`config.mk`:
```
export PLATFORM = sky130hd
export DESIGN_NAME = fswdt_timer
export DESIGN_NICKNAME = d
export VERILOG_FILES = /design/src/fswdt_pkg.sv /design/src/fswdt_timer.sv /design/src/fswdt_prescaler.sv
export SDC_FILE = /design/constraint.sdc
export NUM_CORES = 1
export LEC_CHECK = 0
export ABC_AREA = 1
export BUFFER_PORTS_ARGS = -buffer_cell sky130_fd_sc_hd__buf_2
export CAP_MARGIN = 20
export CORE_UTILIZATION = 30
export CTS_CLUSTER_SIZE = 30
export DETAILED_ROUTE_END_ITERATION = 6
export GPL_ROUTABILITY_DRIVEN = 0
export GPL_TIMING_DRIVEN = 0
export RECOVER_POWER = 50
export SLEW_MARGIN = 10
export SYNTH_ARGS = -nofsm -noshare
export SYNTH_HDL_FRONTEND = slang
export SYNTH_SLANG_ARGS = --single-unit
```
`constraint.sdc`:
```
create_clock -name mclk -period 1.6 [get_ports mclk]
set_clock_uncertainty 0.15 [all_clocks]
set_input_delay 0.16 -clock mclk [delete_from_list [all_inputs] [get_ports mclk]]
set_output_delay 0.16 -clock mclk [all_outputs]
set_load 0.02 [all_outputs]
```
`src/fswdt_pkg.sv`:
```
// fail-safe watchdog package: widths, reset values, prescaler ratios and timing counts
// assumes one 100 MHz system clock shared by every user of these constants
package fswdt_pkg;
    // ****************************************
    // counter and prescaler geometry
    // ****************************************
    localparam int CNT_W = 16;
    localparam int PRE_W = 14;
    localparam logic [PRE_W-1:0] PRE_FINE_LAST = 14'h00FF;
    localparam logic [PRE_W-1:0] PRE_COARSE_LAST = 14'h3FFF;
    localparam logic [CNT_W-1:0] CNT_ALL_ONES = 16'hFFFF;
    localparam logic [CNT_W-1:0] CNT_ONE = 16'h0001;

    // ****************************************
    // power-up settings
    // ****************************************
    // fine prescaler and 256 ticks give 65536 clocks, about 6.5 ms at 10 MHz
    localparam logic [CNT_W-1:0] RELOAD_RST = 16'hFF00;
    localparam logic COARSE_RST = 1'b0;

    // ****************************************
    // timing
    // ****************************************
    localparam int CLK_PERIOD_NS = 10;
    localparam int PREWARN_TIME_NS = 160;
    // least time from prewarning to reset request, rounded up to whole cycles
    localparam int PREWARN_CYCLES = (PREWARN_TIME_NS + CLK_PERIOD_NS - 1) / CLK_PERIOD_NS;
    localparam int DLY_W = 5;
    localparam logic [DLY_W-1:0] PREWARN_LAST = DLY_W'(PREWARN_CYCLES - 1);
    localparam logic [DLY_W-1:0] DLY_ONE = 5'h01;

    typedef enum logic [2:0] {
        FSWDT_WATCH = 3'h1,
        FSWDT_PREWARN = 3'h2,
        FSWDT_RESET = 3'h4
    } fswdt_state_t;
endpackage

```
`src/fswdt_timer.sv`:
```
// fail-safe watchdog timer: 16-bit up counter with prewarning and reset request
// assumes commands and settings are one-cycle strobes from the core on mclk
//
// Behaviour
// - every reset leaves the watchdog counting, no software action needed
// - disable command stops counting, enable command restarts it, any time
// - on overflow prewarning interrupt rises first, reset request follows later
// - counter is sixteen bits and advances once per prescaler tick
// - prescaler divides the system clock by one of two selectable ratios
// - each period starts from a programmable reload value held in a register
// - service loads counter with reload value and clears prescaler together
// - intervals span one fine tick up to full count at coarse ratio
// - power-up settings give about 6.5 ms at a 10 MHz clock
`timescale 1ns/10ps
`default_nettype none
module fswdt_timer import fswdt_pkg::*; (
    input wire logic mclk,
    input wire logic rst,
    input wire logic serviceCmd,
    input wire logic watchdogDisableCmd,
    input wire logic watchdogEnableCmd,
    input wire logic configWrite,
    input wire logic [CNT_W-1:0] reloadIn,
    input wire logic coarseSelIn,
    output logic watchdogRunning,
    output logic [CNT_W-1:0] watchdogCount,
    output logic [CNT_W-1:0] watchdogReloadValue,
    output logic coarseSel,
    output logic prewarnIrq,
    output logic resetReq
);
    typedef struct packed {
        fswdt_state_t state;
        logic running;
        logic [CNT_W-1:0] count;
        logic [CNT_W-1:0] reload;
        logic coarse;
        logic [DLY_W-1:0] delay;
        logic prewarn;
        logic resetReq;
    } fswdt_regs_t;

    fswdt_regs_t s;
    fswdt_regs_t next_s;
    logic tick;
    logic overflow;

    // ****************************************
    // prescaler
    // ****************************************
    fswdt_prescaler u_prescaler (
        .mclk(mclk),
        .rst(rst),
        .enable(s.running),
        .clear(serviceCmd),
        .coarseSel(s.coarse),
        .tick(tick)
    );

    // ****************************************
    // counter and overflow sequence
    // ****************************************
    // a tick left over from the cycle the watchdog was stopped is ignored
    assign overflow = s.running && tick && s.count == CNT_ALL_ONES;

    always_comb begin
        next_s = s;
        // enable wins a tie: a watchdog must not be left off by a race
        if (watchdogEnableCmd) begin
            next_s.running = 1'b1;
        end else if (watchdogDisableCmd) begin
            next_s.running = 1'b0;
        end
        if (configWrite) begin
            next_s.reload = reloadIn;
            next_s.coarse = coarseSelIn;
        end
        if (serviceCmd) begin
            next_s.count = s.reload;
        end else if (s.running && tick) begin
            if (overflow) begin
                next_s.count = s.reload;
            end else begin
                next_s.count = s.count + CNT_ONE;
            end
        end
        // the sequence cannot be cancelled once started; only reset ends it
        case (s.state)
            FSWDT_WATCH: begin
                if (overflow) begin
                    next_s.state = FSWDT_PREWARN;
                    next_s.prewarn = 1'b1;
                    next_s.delay = '0;
                end
            end
            FSWDT_PREWARN: begin
                next_s.delay = s.delay + DLY_ONE;
                if (s.delay == PREWARN_LAST) begin
                    next_s.state = FSWDT_RESET;
                    next_s.resetReq = 1'b1;
                end
            end
            FSWDT_RESET: begin
                next_s.resetReq = 1'b1;
            end
            default: begin
                next_s.state = FSWDT_WATCH;
            end
        endcase
    end

    always_ff @(posedge mclk or posedge rst) begin
        if (rst) begin
            s.state <= FSWDT_WATCH;
            s.running <= 1'b1;
            s.count <= RELOAD_RST;
            s.reload <= RELOAD_RST;
            s.coarse <= COARSE_RST;
            s.delay <= '0;
            s.prewarn <= 1'b0;
            s.resetReq <= 1'b0;
        end else begin
            s <= next_s;
        end
    end

    assign watchdogRunning = s.running;
    assign watchdogCount = s.count;
    assign watchdogReloadValue = s.reload;
    assign coarseSel = s.coarse;
    assign prewarnIrq = s.prewarn;
    assign resetReq = s.resetReq;
endmodule // fswdt_timer
`default_nettype wire

```
`src/fswdt_prescaler.sv`:
```
// fail-safe watchdog prescaler: divides the system clock by 256 or 16384
// assumes enable, clear and select come from logic on the same clock
`timescale 1ns/10ps
`default_nettype none
module fswdt_prescaler import fswdt_pkg::*; (
    input wire logic mclk,
    input wire logic rst,
    input wire logic enable,
    input wire logic clear,
    input wire logic coarseSel,
    output logic tick
);
    typedef struct packed {
        logic [PRE_W-1:0] count;
        logic tick;
    } fswdt_pre_t;

    fswdt_pre_t s;
    fswdt_pre_t next_s;
    logic [PRE_W-1:0] lastCount;

    assign lastCount = coarseSel ? PRE_COARSE_LAST : PRE_FINE_LAST;

    always_comb begin
        next_s = s;
        next_s.tick = 1'b0;
        if (clear) begin
            next_s.count = '0;
        end else if (enable) begin
            if (s.count >= lastCount) begin
                next_s.count = '0;
                next_s.tick = 1'b1;
            end else begin
                next_s.count = s.count + 14'h0001;
            end
        end
    end

    always_ff @(posedge mclk or posedge rst) begin
        if (rst) begin
            s <= '0;
        end else begin
            s <= next_s;
        end
    end

    assign tick = s.tick;
endmodule // fswdt_prescaler
`default_nettype wire

```
==> results.yml, run 1 <==
status:
  outcome: "complete, but fails checks"
  violations: "hold timing, setup timing"
logic_synthesis:
  synth.area.top_cells: "dfrtp_1 (29%), nand2_1 (16%), dfstp_2 (13%), buf_4 (6.8%), nand3_1 (5.4%)"
  synth_area_um2: 3550
  async_flop_share_pct: 100
  ys_types: 31
  synth-edff-count: 0
  post_synth_inst_count: 462
  synth_warnings: 0
  ys_ff_latch: 59
  synthTopCellsByCount: "nand2_1 (147), inv_1 (45), dfrtp_1 (41)"
  synth_flop_cell: "dfrtp_1"
  yosysTopAreaCellShare_pct: 28.9
  syn-num-nets: 495
  synth_top_area_cell: "dfrtp_1"
  syn_avg_cell_area_um2: 7.68
  yosysMostFrequentCell: "nand2_1"
  yosysSeqAreaShare_pct: 42.3
die:
  fp.dieArea_um2: 12300
  row_count: 39
  die_y_um: 111
  coreArea_um2: 11500
  die_x_um: 111
  start_util_pct: 30.9
  num_io_pins: 59
critical_path:
  path_max_fanout: 6
  worst_setup_path_end_kind: "flop"
  path_class: "reg -> reg"
  required_ps: 1720
  startpoint_type: "flop"
  cp.arrival_ps: 1930
placement:
  io_buffers: 58
  place_ws_ps: -272
  dp_hpwl_um: 6170
  placed_cell_area_um2: 4130
run:
  cap_violations: 0
clock_network:
  clk_latency_ps: 330
  htreeDepth: 3
  clk_pin_slew_ps: 60
  cts_buffers: 9
  cts_root_buffer: "clkbuf_16"
  cts_tree: "built"
  cts-hold-fix-buffers: 22
  clkSinkCount: 59
  cts_buffer_depth: 2
timing:
  holdWs_ps: -64.7
  tightest_slew_ps: 616
  period_needed_ps: 1810
  final_hold_viol_count: 1
  fin_crit_sh_pct: 113
  final-setup-viol-count: 38
  fin_tns_setup_ps: -5200
  slew_headroom_pct: 58.9
  grt_setup_unrepaired: "yes"
  maxSlewViolCount: 0
  fmax_mhz: 553
  worst_slack_ps: -209
power:
  pwr-share-comb_pct: 22.7
  swShare_pct: 28.8
  p_switching_uw: 1420
  ir_drop_mv: 0.498
  power_leakage_uw: 0.00263
  clock_power_share_pct: 41.7
  p_total_uw: 4920
  internal_power_uw: 3500
  power_frac_seq_pct: 35.6
  cellPowerDensity_nw_per_um2: 909
cells_and_area:
  fin_nets: 618
  antenna_cells: 0
  drive_gt1_share_pct: 42.9
  postLayoutCellArea_um2: 5410
  area_growth_pct: 52.5
global_routing:
  grt_max_degree: 33
  grtUsageTotal_pct: 15.8
  grt_overflow_total: 0
  grt_first_pass_wirelength_um: 15600
  grt_pass1_vias: 3182
  antenna_found_initial: 0
drt:
  via_per_inst: 4.62
  routed_wl_um: 9520
  routedWlPerCell_um: 13.0
  vias: 3383
  remaining_drc_errors: 0
  met1Wirelength_um: 4470
  drtAntennaViolNets: 0
  routed-wl-met3_um: 440
  wl_met2_um: 4500
  highest_layer: "met4"
  drtIter0Drc: 146
  drt_pre_antenna_iters: 4
worst_hold_path:
  hold_class: "in -> reg"
-- cell type report --
type	instances	area, um^2
plain buffers	42	312
clock buffers	9	225
clock inverters	7	92.6
fillers	1087	6060
inverters	46	194
multi-input cells	315	2060
flip-flops and latches	59	1500
well taps	143	179
repair buffers	112	841
-- metrics by stage --
step	std cells	utilization, %	hold WS, ps
2_1_floorplan	462	-	73.6
3_3_place_gp	663	35.8	158
3_5_place_dp	664	36.0	135
4_1_cts	726	45.2	-84.2
5_1_grt	733	47.2	-67.9
6_report	733	47.2	-64.7
-- power groups by stage --
stage,combinational [uW],clock [uW],sequential [uW]
after floorplan,603,0,1750
after global placement,801,0,1790
after detailed placement,820,0,1790
after CTS,1050,2100,1740
after global routing,1220,2160,1760
final,1120,2050,1750
-- metal layers --
metal | track usage, % | vias to the layer above
met5 | 0 | -
met4 | 6.13 | 0
met3 | 3.12 | 9
met2 | 24.0 | 85
met1 | 22.1 | 1597
li1 | - | 1692
-- registers in the layout (all words and copies together) (netlist names) --
name                 cells
watchdogCount           16
u_prescaler.s           14
u_prescaler.tick         1
coarseSel                1
watchdogRunning          1
watchdogReloadValue     16
resetReq                 1
prewarnIrq               1
s                        8
-- kinds of logic (layout without fill, tap and decap cells) --
| logic type | count (synthesis) | count (layout) | synth area share (%) |
|---|---|---|---|
| buffers and inverters | 88 | 216 | 13.2 |
| DFF | 59 | 59 | 42.3 |
| xor gates and xnor gates | 16 | 16 | 3.95 |
| adders and majority gates | 10 | 10 | 3.53 |
| muxes | 1 | 1 | 0.317 |
| and+or+nand+nor | 243 | 243 | 29.9 |
| AOI/OAI and AO/OA | 45 | 45 | 6.91 |
-- what timing repair did --
item	in CTS	in global routing
buffers inserted	22	7
setup endpoints to repair	40	43
cloned	2	0
resized for setup	89	52
hold endpoints to repair	36	1
pin swaps	24	24
-- layout by cell type, fill, tap and decap left out, drive strengths merged, types with 10 or more instances in the layout --
master       synthesis  layout
buf                 37     120
inv                 46      44
nor2                34      34
nand2              150     150
clkbuf               5      21
ha                  10      10
xor2                10      10
o21ai               35      35
dfstp               18      18
dfrtp               41      41
dlygate4sd3          0      22
nand3               39      39
-- path summary, 6_finish.rpt --
| check | start | endpoint | slack, ps | cells past startpoint |
|---|---|---|---|---|
| worst max-delay path | watchdogRunning | watchdogCount[15] | -210 | 10 |
| worst min-delay path | serviceCmd | u_prescaler.tick | -60 | 2 |
| worst max register to register | watchdogRunning | watchdogCount[15] | -210 | 10 |
| worst min register to register | prewarnIrq | prewarnIrq | 330 | 1 |
| max in group asynchronous | rst | watchdogCount[8] | 150 | 4 |
| min in group asynchronous | rst | u_prescaler.s[5] | 300 | 3 |
-- critical path: stages, from the launching register on --
cell and delay [ps]:
dfstp_1 600, nand2_4 100, nor2_4 130, nand4_4 120, buf_12 150, nand2_8 110
buf_6 130, inv_8 50, nand2_2 60, nand3_2 60, nand2_1 80
No activity file was read; power rests on OpenSTA's default activity.
==> inputs of run 2 (changes only) <==
--- a/config.mk
+++ b/config.mk
@@ -8,3 +8,2 @@
 export ABC_AREA = 1
-export BUFFER_PORTS_ARGS = -buffer_cell sky130_fd_sc_hd__buf_2
 export CAP_MARGIN = 20
@@ -13,2 +12,3 @@
 export DETAILED_ROUTE_END_ITERATION = 6
+export DONT_BUFFER_PORTS = 1
 export GPL_ROUTABILITY_DRIVEN = 0
==> constraint.sdc (replaced) <==
create_clock -name mclk -period 1.6 [get_ports mclk]
set_clock_uncertainty 0.15 [all_clocks]
set_input_delay 0.08 -clock mclk [delete_from_list [all_inputs] [get_ports mclk]]
set_output_delay 0.08 -clock mclk [all_outputs]
set_load 0.02 [all_outputs]
==> run 2 against run 1 <==
  * The run ends with setup timing left
  * Die area did not move
  * Power fell by 4.8%
  * Sequential power barely moved
  * Clock power fell by 5%
  * Critical path depth fell by 1
  * First-iteration DRC count rose by 14%
  * Final area fell by 7.6%
  * Sequential cell count did not move
  * Via count fell by 4.1%
  * Hold slack improved by 120 ps
  * Largest cell class unchanged
==> results.yml, run 2 (synthesis gave the netlist of run 1 again) <==
timing:
  fin_tns_setup_ps: -5700
  worst_slack_ps: -295
  final-setup-viol-count: 32
  tightest_slew_ps: 1040
  final_hold_viol_count: 0
  period_needed_ps: 1900
  fin_crit_sh_pct: 118
  grt_setup_unrepaired: "yes"
  slew_headroom_pct: 30.3
  fmax_mhz: 528
  maxSlewViolCount: 0
  holdWs_ps: 58.5
drt:
  vias: 3244
  routed_wl_um: 9550
  remaining_drc_errors: 0
  drt_pre_antenna_iters: 4
  drtIter0Drc: 167
  drtAntennaViolNets: 0
  routedWlPerCell_um: 14.2
  via_per_inst: 4.82
power:
  clock_power_share_pct: 41.5
  power_frac_seq_pct: 37.4
  swShare_pct: 28.8
  internal_power_uw: 3340
  pwr-share-comb_pct: 21.1
  p_switching_uw: 1350
  cellPowerDensity_nw_per_um2: 937
  p_total_uw: 4680
  ir_drop_mv: 0.694
  power_leakage_uw: 0.00235
die:
  fp.dieArea_um2: 12300
  start_util_pct: 30.9
  row_count: 39
  coreArea_um2: 11500
  die_y_um: 111
  die_x_um: 111
  num_io_pins: 59
global_routing:
  grt_overflow_total: 0
  grt_pass1_vias: 3274
  antenna_found_initial: 0
  grt_max_degree: 37
  grtUsageTotal_pct: 16.3
  grt_first_pass_wirelength_um: 16100
clock_network:
  cts_buffers: 9
  clk_latency_ps: 320
  cts_root_buffer: "clkbuf_16"
  clk_pin_slew_ps: 50
  htreeDepth: 3
  cts_tree: "built"
  cts_buffer_depth: 2
  clkSinkCount: 59
cells_and_area:
  final_cells: 673
  fillers: 1083
  fin_nets: 558
  fin_util_pct: 43.6
  area_growth_pct: 40.8
  multi_input_area_um2: 2050
  seqCellArea_um2: 1500
  layout_commonest_cell: "nand2_1"
  layout_common_cells: "nand2_1 (120), buf_4 (54), inv_1 (41)"
  drive_gt1_share_pct: 35.3
  antenna_cells: 0
critical_path:
  worst_setup_path_end_kind: "flop"
  required_ps: 1690
  cp.arrival_ps: 1990
  rr_worst_depth: 9
  path_class: "reg -> reg"
  startpoint_type: "flop"
  path_max_fanout: 9
placement:
  io_buffers: 0
  dp_hpwl_um: 6080
  place_inst: 606
status:
  violations: "setup timing"
  outcome: "complete, but fails checks"
worst_hold_path:
  hold_class: "in -> reg"
  hold_path_depth: 4
run:
  cap_violations: 0
-- run 2: cell count changes in the layout (fill, tap and decap cells not counted), moves of 4 or more --
cell / change
clkinvlp_4: -4
buf_4: -7
nand2_1: +5
buf_2: -45
-- run 2: path summary, 6_finish.rpt --
| path | from | endpoint | slack, ps |
|---|---|---|---|
| max | coarseSel | u_prescaler.s[5] | -300 |
| min | serviceCmd | watchdogCount[12] | 60 |
| max reg2reg | coarseSel | u_prescaler.s[5] | -300 |
| min reg2reg | u_prescaler.s[1] | u_prescaler.s[1] | 360 |
| max in group asynchronous | rst | watchdogReloadValue[13] | 180 |
| min in group asynchronous | rst | prewarnIrq | 260 |
-- run 2: power groups by stage --
stage / clock network [uW] / logic [uW] / registers [uW]
finish: 1940 / 987 / 1750
global route: 2060 / 1080 / 1770
CTS: 1990 / 958 / 1750
detailed placement: 0 / 706 / 1800
global placement: 0 / 689 / 1790
floorplan: 0 / 603 / 1750
-- run 2: per-layer routing --
metal / part of all wire, % / GRT usage, % / vias to the layer above
li1: - / - / 1576
met5: 0 / 0 / -
met3: 5.1 / 3.61 / 4
met1: 43 / 20.7 / 1574
met2: 51 / 27.5 / 90
met4: 0.75 / 5.60 / 0
-- run 2: stage by stage --
stage	area [um^2]	worst slack, ps
after CTS	4880	-241
after global placement	3820	-330
after global routing	5000	-386
final	5000	-295
after floorplan	3640	-144
after detailed placement	3840	-391
-- run 2: worst max-delay path, stage by stage (launching register included) --
cell      delay [ps]
dfrtp_2          470
inv_6            140
ha_4             220
nand2_1           50
inv_1             30
o21bai_1         160
nand3_2          130
nor2_4           170
nand2_4          120
o21ai_1          160
-- run 2: final cells by class --
type / count / area share, %
repair buffers: 52 / 9.69
well taps: 143 / 3.58
multi-input cells: 315 / 41.0
inverters: 46 / 3.63
flip-flops and latches: 59 / 30.1
plain buffers: 42 / 6.04
clock inverters: 2 / 0.701
clock buffers: 14 / 5.28
-- run 2: timing repair --
item / 4_1_cts / 5_1_grt
endpoints found under the hold margin: 83 / 0
hold buffers: 22 / 0
gates cloned: 2 / 0
setup buffers: 26 / 1
pin swaps: 30 / 15
gates resized for setup: 88 / 33
setup endpoints to repair: 40 / 40
==> inputs of run 3 (changes only) <==
- CORE_ASPECT_RATIO: not set -> 1.1
- CTS_CLUSTER_DIAMETER: not set -> 30
==> run 3 against run 2 <==
  * The flow still finishes with violations (setup timing)
  * Largest cell class unchanged
  * Largest power group unchanged
  * Hold slack better by 4.4 ps
  * Register-to-register slack improved by 20 ps
  * Critical endpoint is now u_prescaler.s[1]
  * Critical path depth unchanged
==> results.yml, run 3 (synthesis gave the netlist of run 1 again) <==
critical_path:
  worst_setup_path_end_kind: "flop"
  cp.arrival_ps: 1970
  path_class: "reg -> reg"
  path_max_fanout: 9
  required_ps: 1700
  startpoint_type: "flop"
global_routing:
  grt_max_degree: 24
  antenna_found_initial: 0
  grt_overflow_total: 0
  grt_pass1_vias: 3140
  grt_first_pass_wirelength_um: 15500
  grtUsageTotal_pct: 16.4
drt:
  vias: 3157
  via_per_inst: 4.63
  drtIter0Drc: 125
  remaining_drc_errors: 0
  drt_pre_antenna_iters: 4
  routed_wl_um: 9320
  drtAntennaViolNets: 0
  routedWlPerCell_um: 13.7
die:
  fp.dieArea_um2: 12300
  die_x_um: 106
  coreArea_um2: 11500
  num_io_pins: 59
  row_count: 41
  start_util_pct: 30.9
  die_y_um: 116
status:
  outcome: "complete, but fails checks"
  violations: "setup timing"
clock_network:
  cts_buffers: 9
  cts_buffer_depth: 2
  htreeDepth: 3
  cts_root_buffer: "clkbuf_16"
  clk_latency_ps: 330
  cts_tree: "built"
  clkSinkCount: 59
  clk_pin_slew_ps: 60
cells_and_area:
  antenna_cells: 0
  fin_util_pct: 43.9
  postLayoutCellArea_um2: 5040
  drive_gt1_share_pct: 36.3
  area_growth_pct: 42.2
  layout_common_cells: "nand2_1 (121), buf_4 (57), inv_1 (42)"
  layout_commonest_cell: "nand2_1"
  fin_nets: 560
timing:
  fin_crit_sh_pct: 117
  maxSlewViolCount: 0
  final-setup-viol-count: 41
  final_hold_viol_count: 0
  grt_setup_unrepaired: "yes"
  fmax_mhz: 534
  slew_headroom_pct: 53.1
  worst_slack_ps: -274
  period_needed_ps: 1870
  holdWs_ps: 63.0
  tightest_slew_ps: 699
worst_hold_path:
  hold_class: "in -> reg"
power:
  cellPowerDensity_nw_per_um2: 929
  p_total_uw: 4690
  ir_drop_mv: 0.506
  power_leakage_uw: 0.00238
placement:
  io_buffers: 0
  dp_hpwl_um: 6160
  placed_cell_area_um2: 3870
run:
  cap_violations: 0
[run 3: report_power, final]
group	switching (uW)	internal, uW	total [uW]	leakage [uW]
clock network	708	1250	1950	0.000148
registers	110	1640	1750	0.000724
logic	568	421	989	0.00150
total	1390	3300	4690	0.00238
[run 3: layout make-up]
cell class,instances,area [um^2]
clock buffers,10,239
well taps,150,188
flip-flops and latches,59,1500
fillers,1152,6450
multi-input cells,315,2020
inverters,46,181
plain buffers,42,318
repair buffers,54,529
clock inverters,6,65.1
[run 3: final timing paths]
path	startpoint	to	slack (ps)	cells after the start
setup / recovery	coarseSel	u_prescaler.s[1]	-270	9
hold / removal	configWrite	watchdogReloadValue[10]	60	3
setup reg to reg	coarseSel	u_prescaler.s[1]	-270	9
hold reg to reg	u_prescaler.s[2]	u_prescaler.s[2]	370	2
max in group asynchronous	rst	watchdogCount[8]	-10	4
min in group asynchronous	rst	u_prescaler.s[9]	130	2
[run 3: worst max-delay path: stages, from the launching register on]
cell     delay (ps)
dfrtp_2         470
inv_6           140
ha_1            240
nand2_1          70
nor2_2           40
o21ai_1         100
nand3_2         130
nor2_4          170
nand2_4         110
o21ai_1         150
[run 3: what timing repair did]
item | 4_1_cts | 5_1_grt
endpoints found under the hold margin | 88 | 0
hold buffers | 22 | 0
setup buffers | 26 | 3
gates resized for setup | 88 | 30
setup endpoints to repair | 40 | 40
pin swaps | 26 | 19
cloned | 2 | 0
[run 3: routing by layer]
metal,vias to the layer above,global-route usage [%],routed length [um]
met5,-,0,0
met4,0,7.69,125
met3,12,3.04,376
met2,68,28.3,4620
met1,1502,20.0,4200
li1,1575,-,-
[run 3: per-stage QoR]
step / setup slack, ps / std cells / setup TNS [ps]
floorplan: -144 / 462 / -1520
global placement: -321 / 612 / -7150
detailed placement: -378 / 614 / -8330
CTS: -262 / 680 / -5470
global route: -410 / 682 / -13080
finish: -274 / 682 / -6380
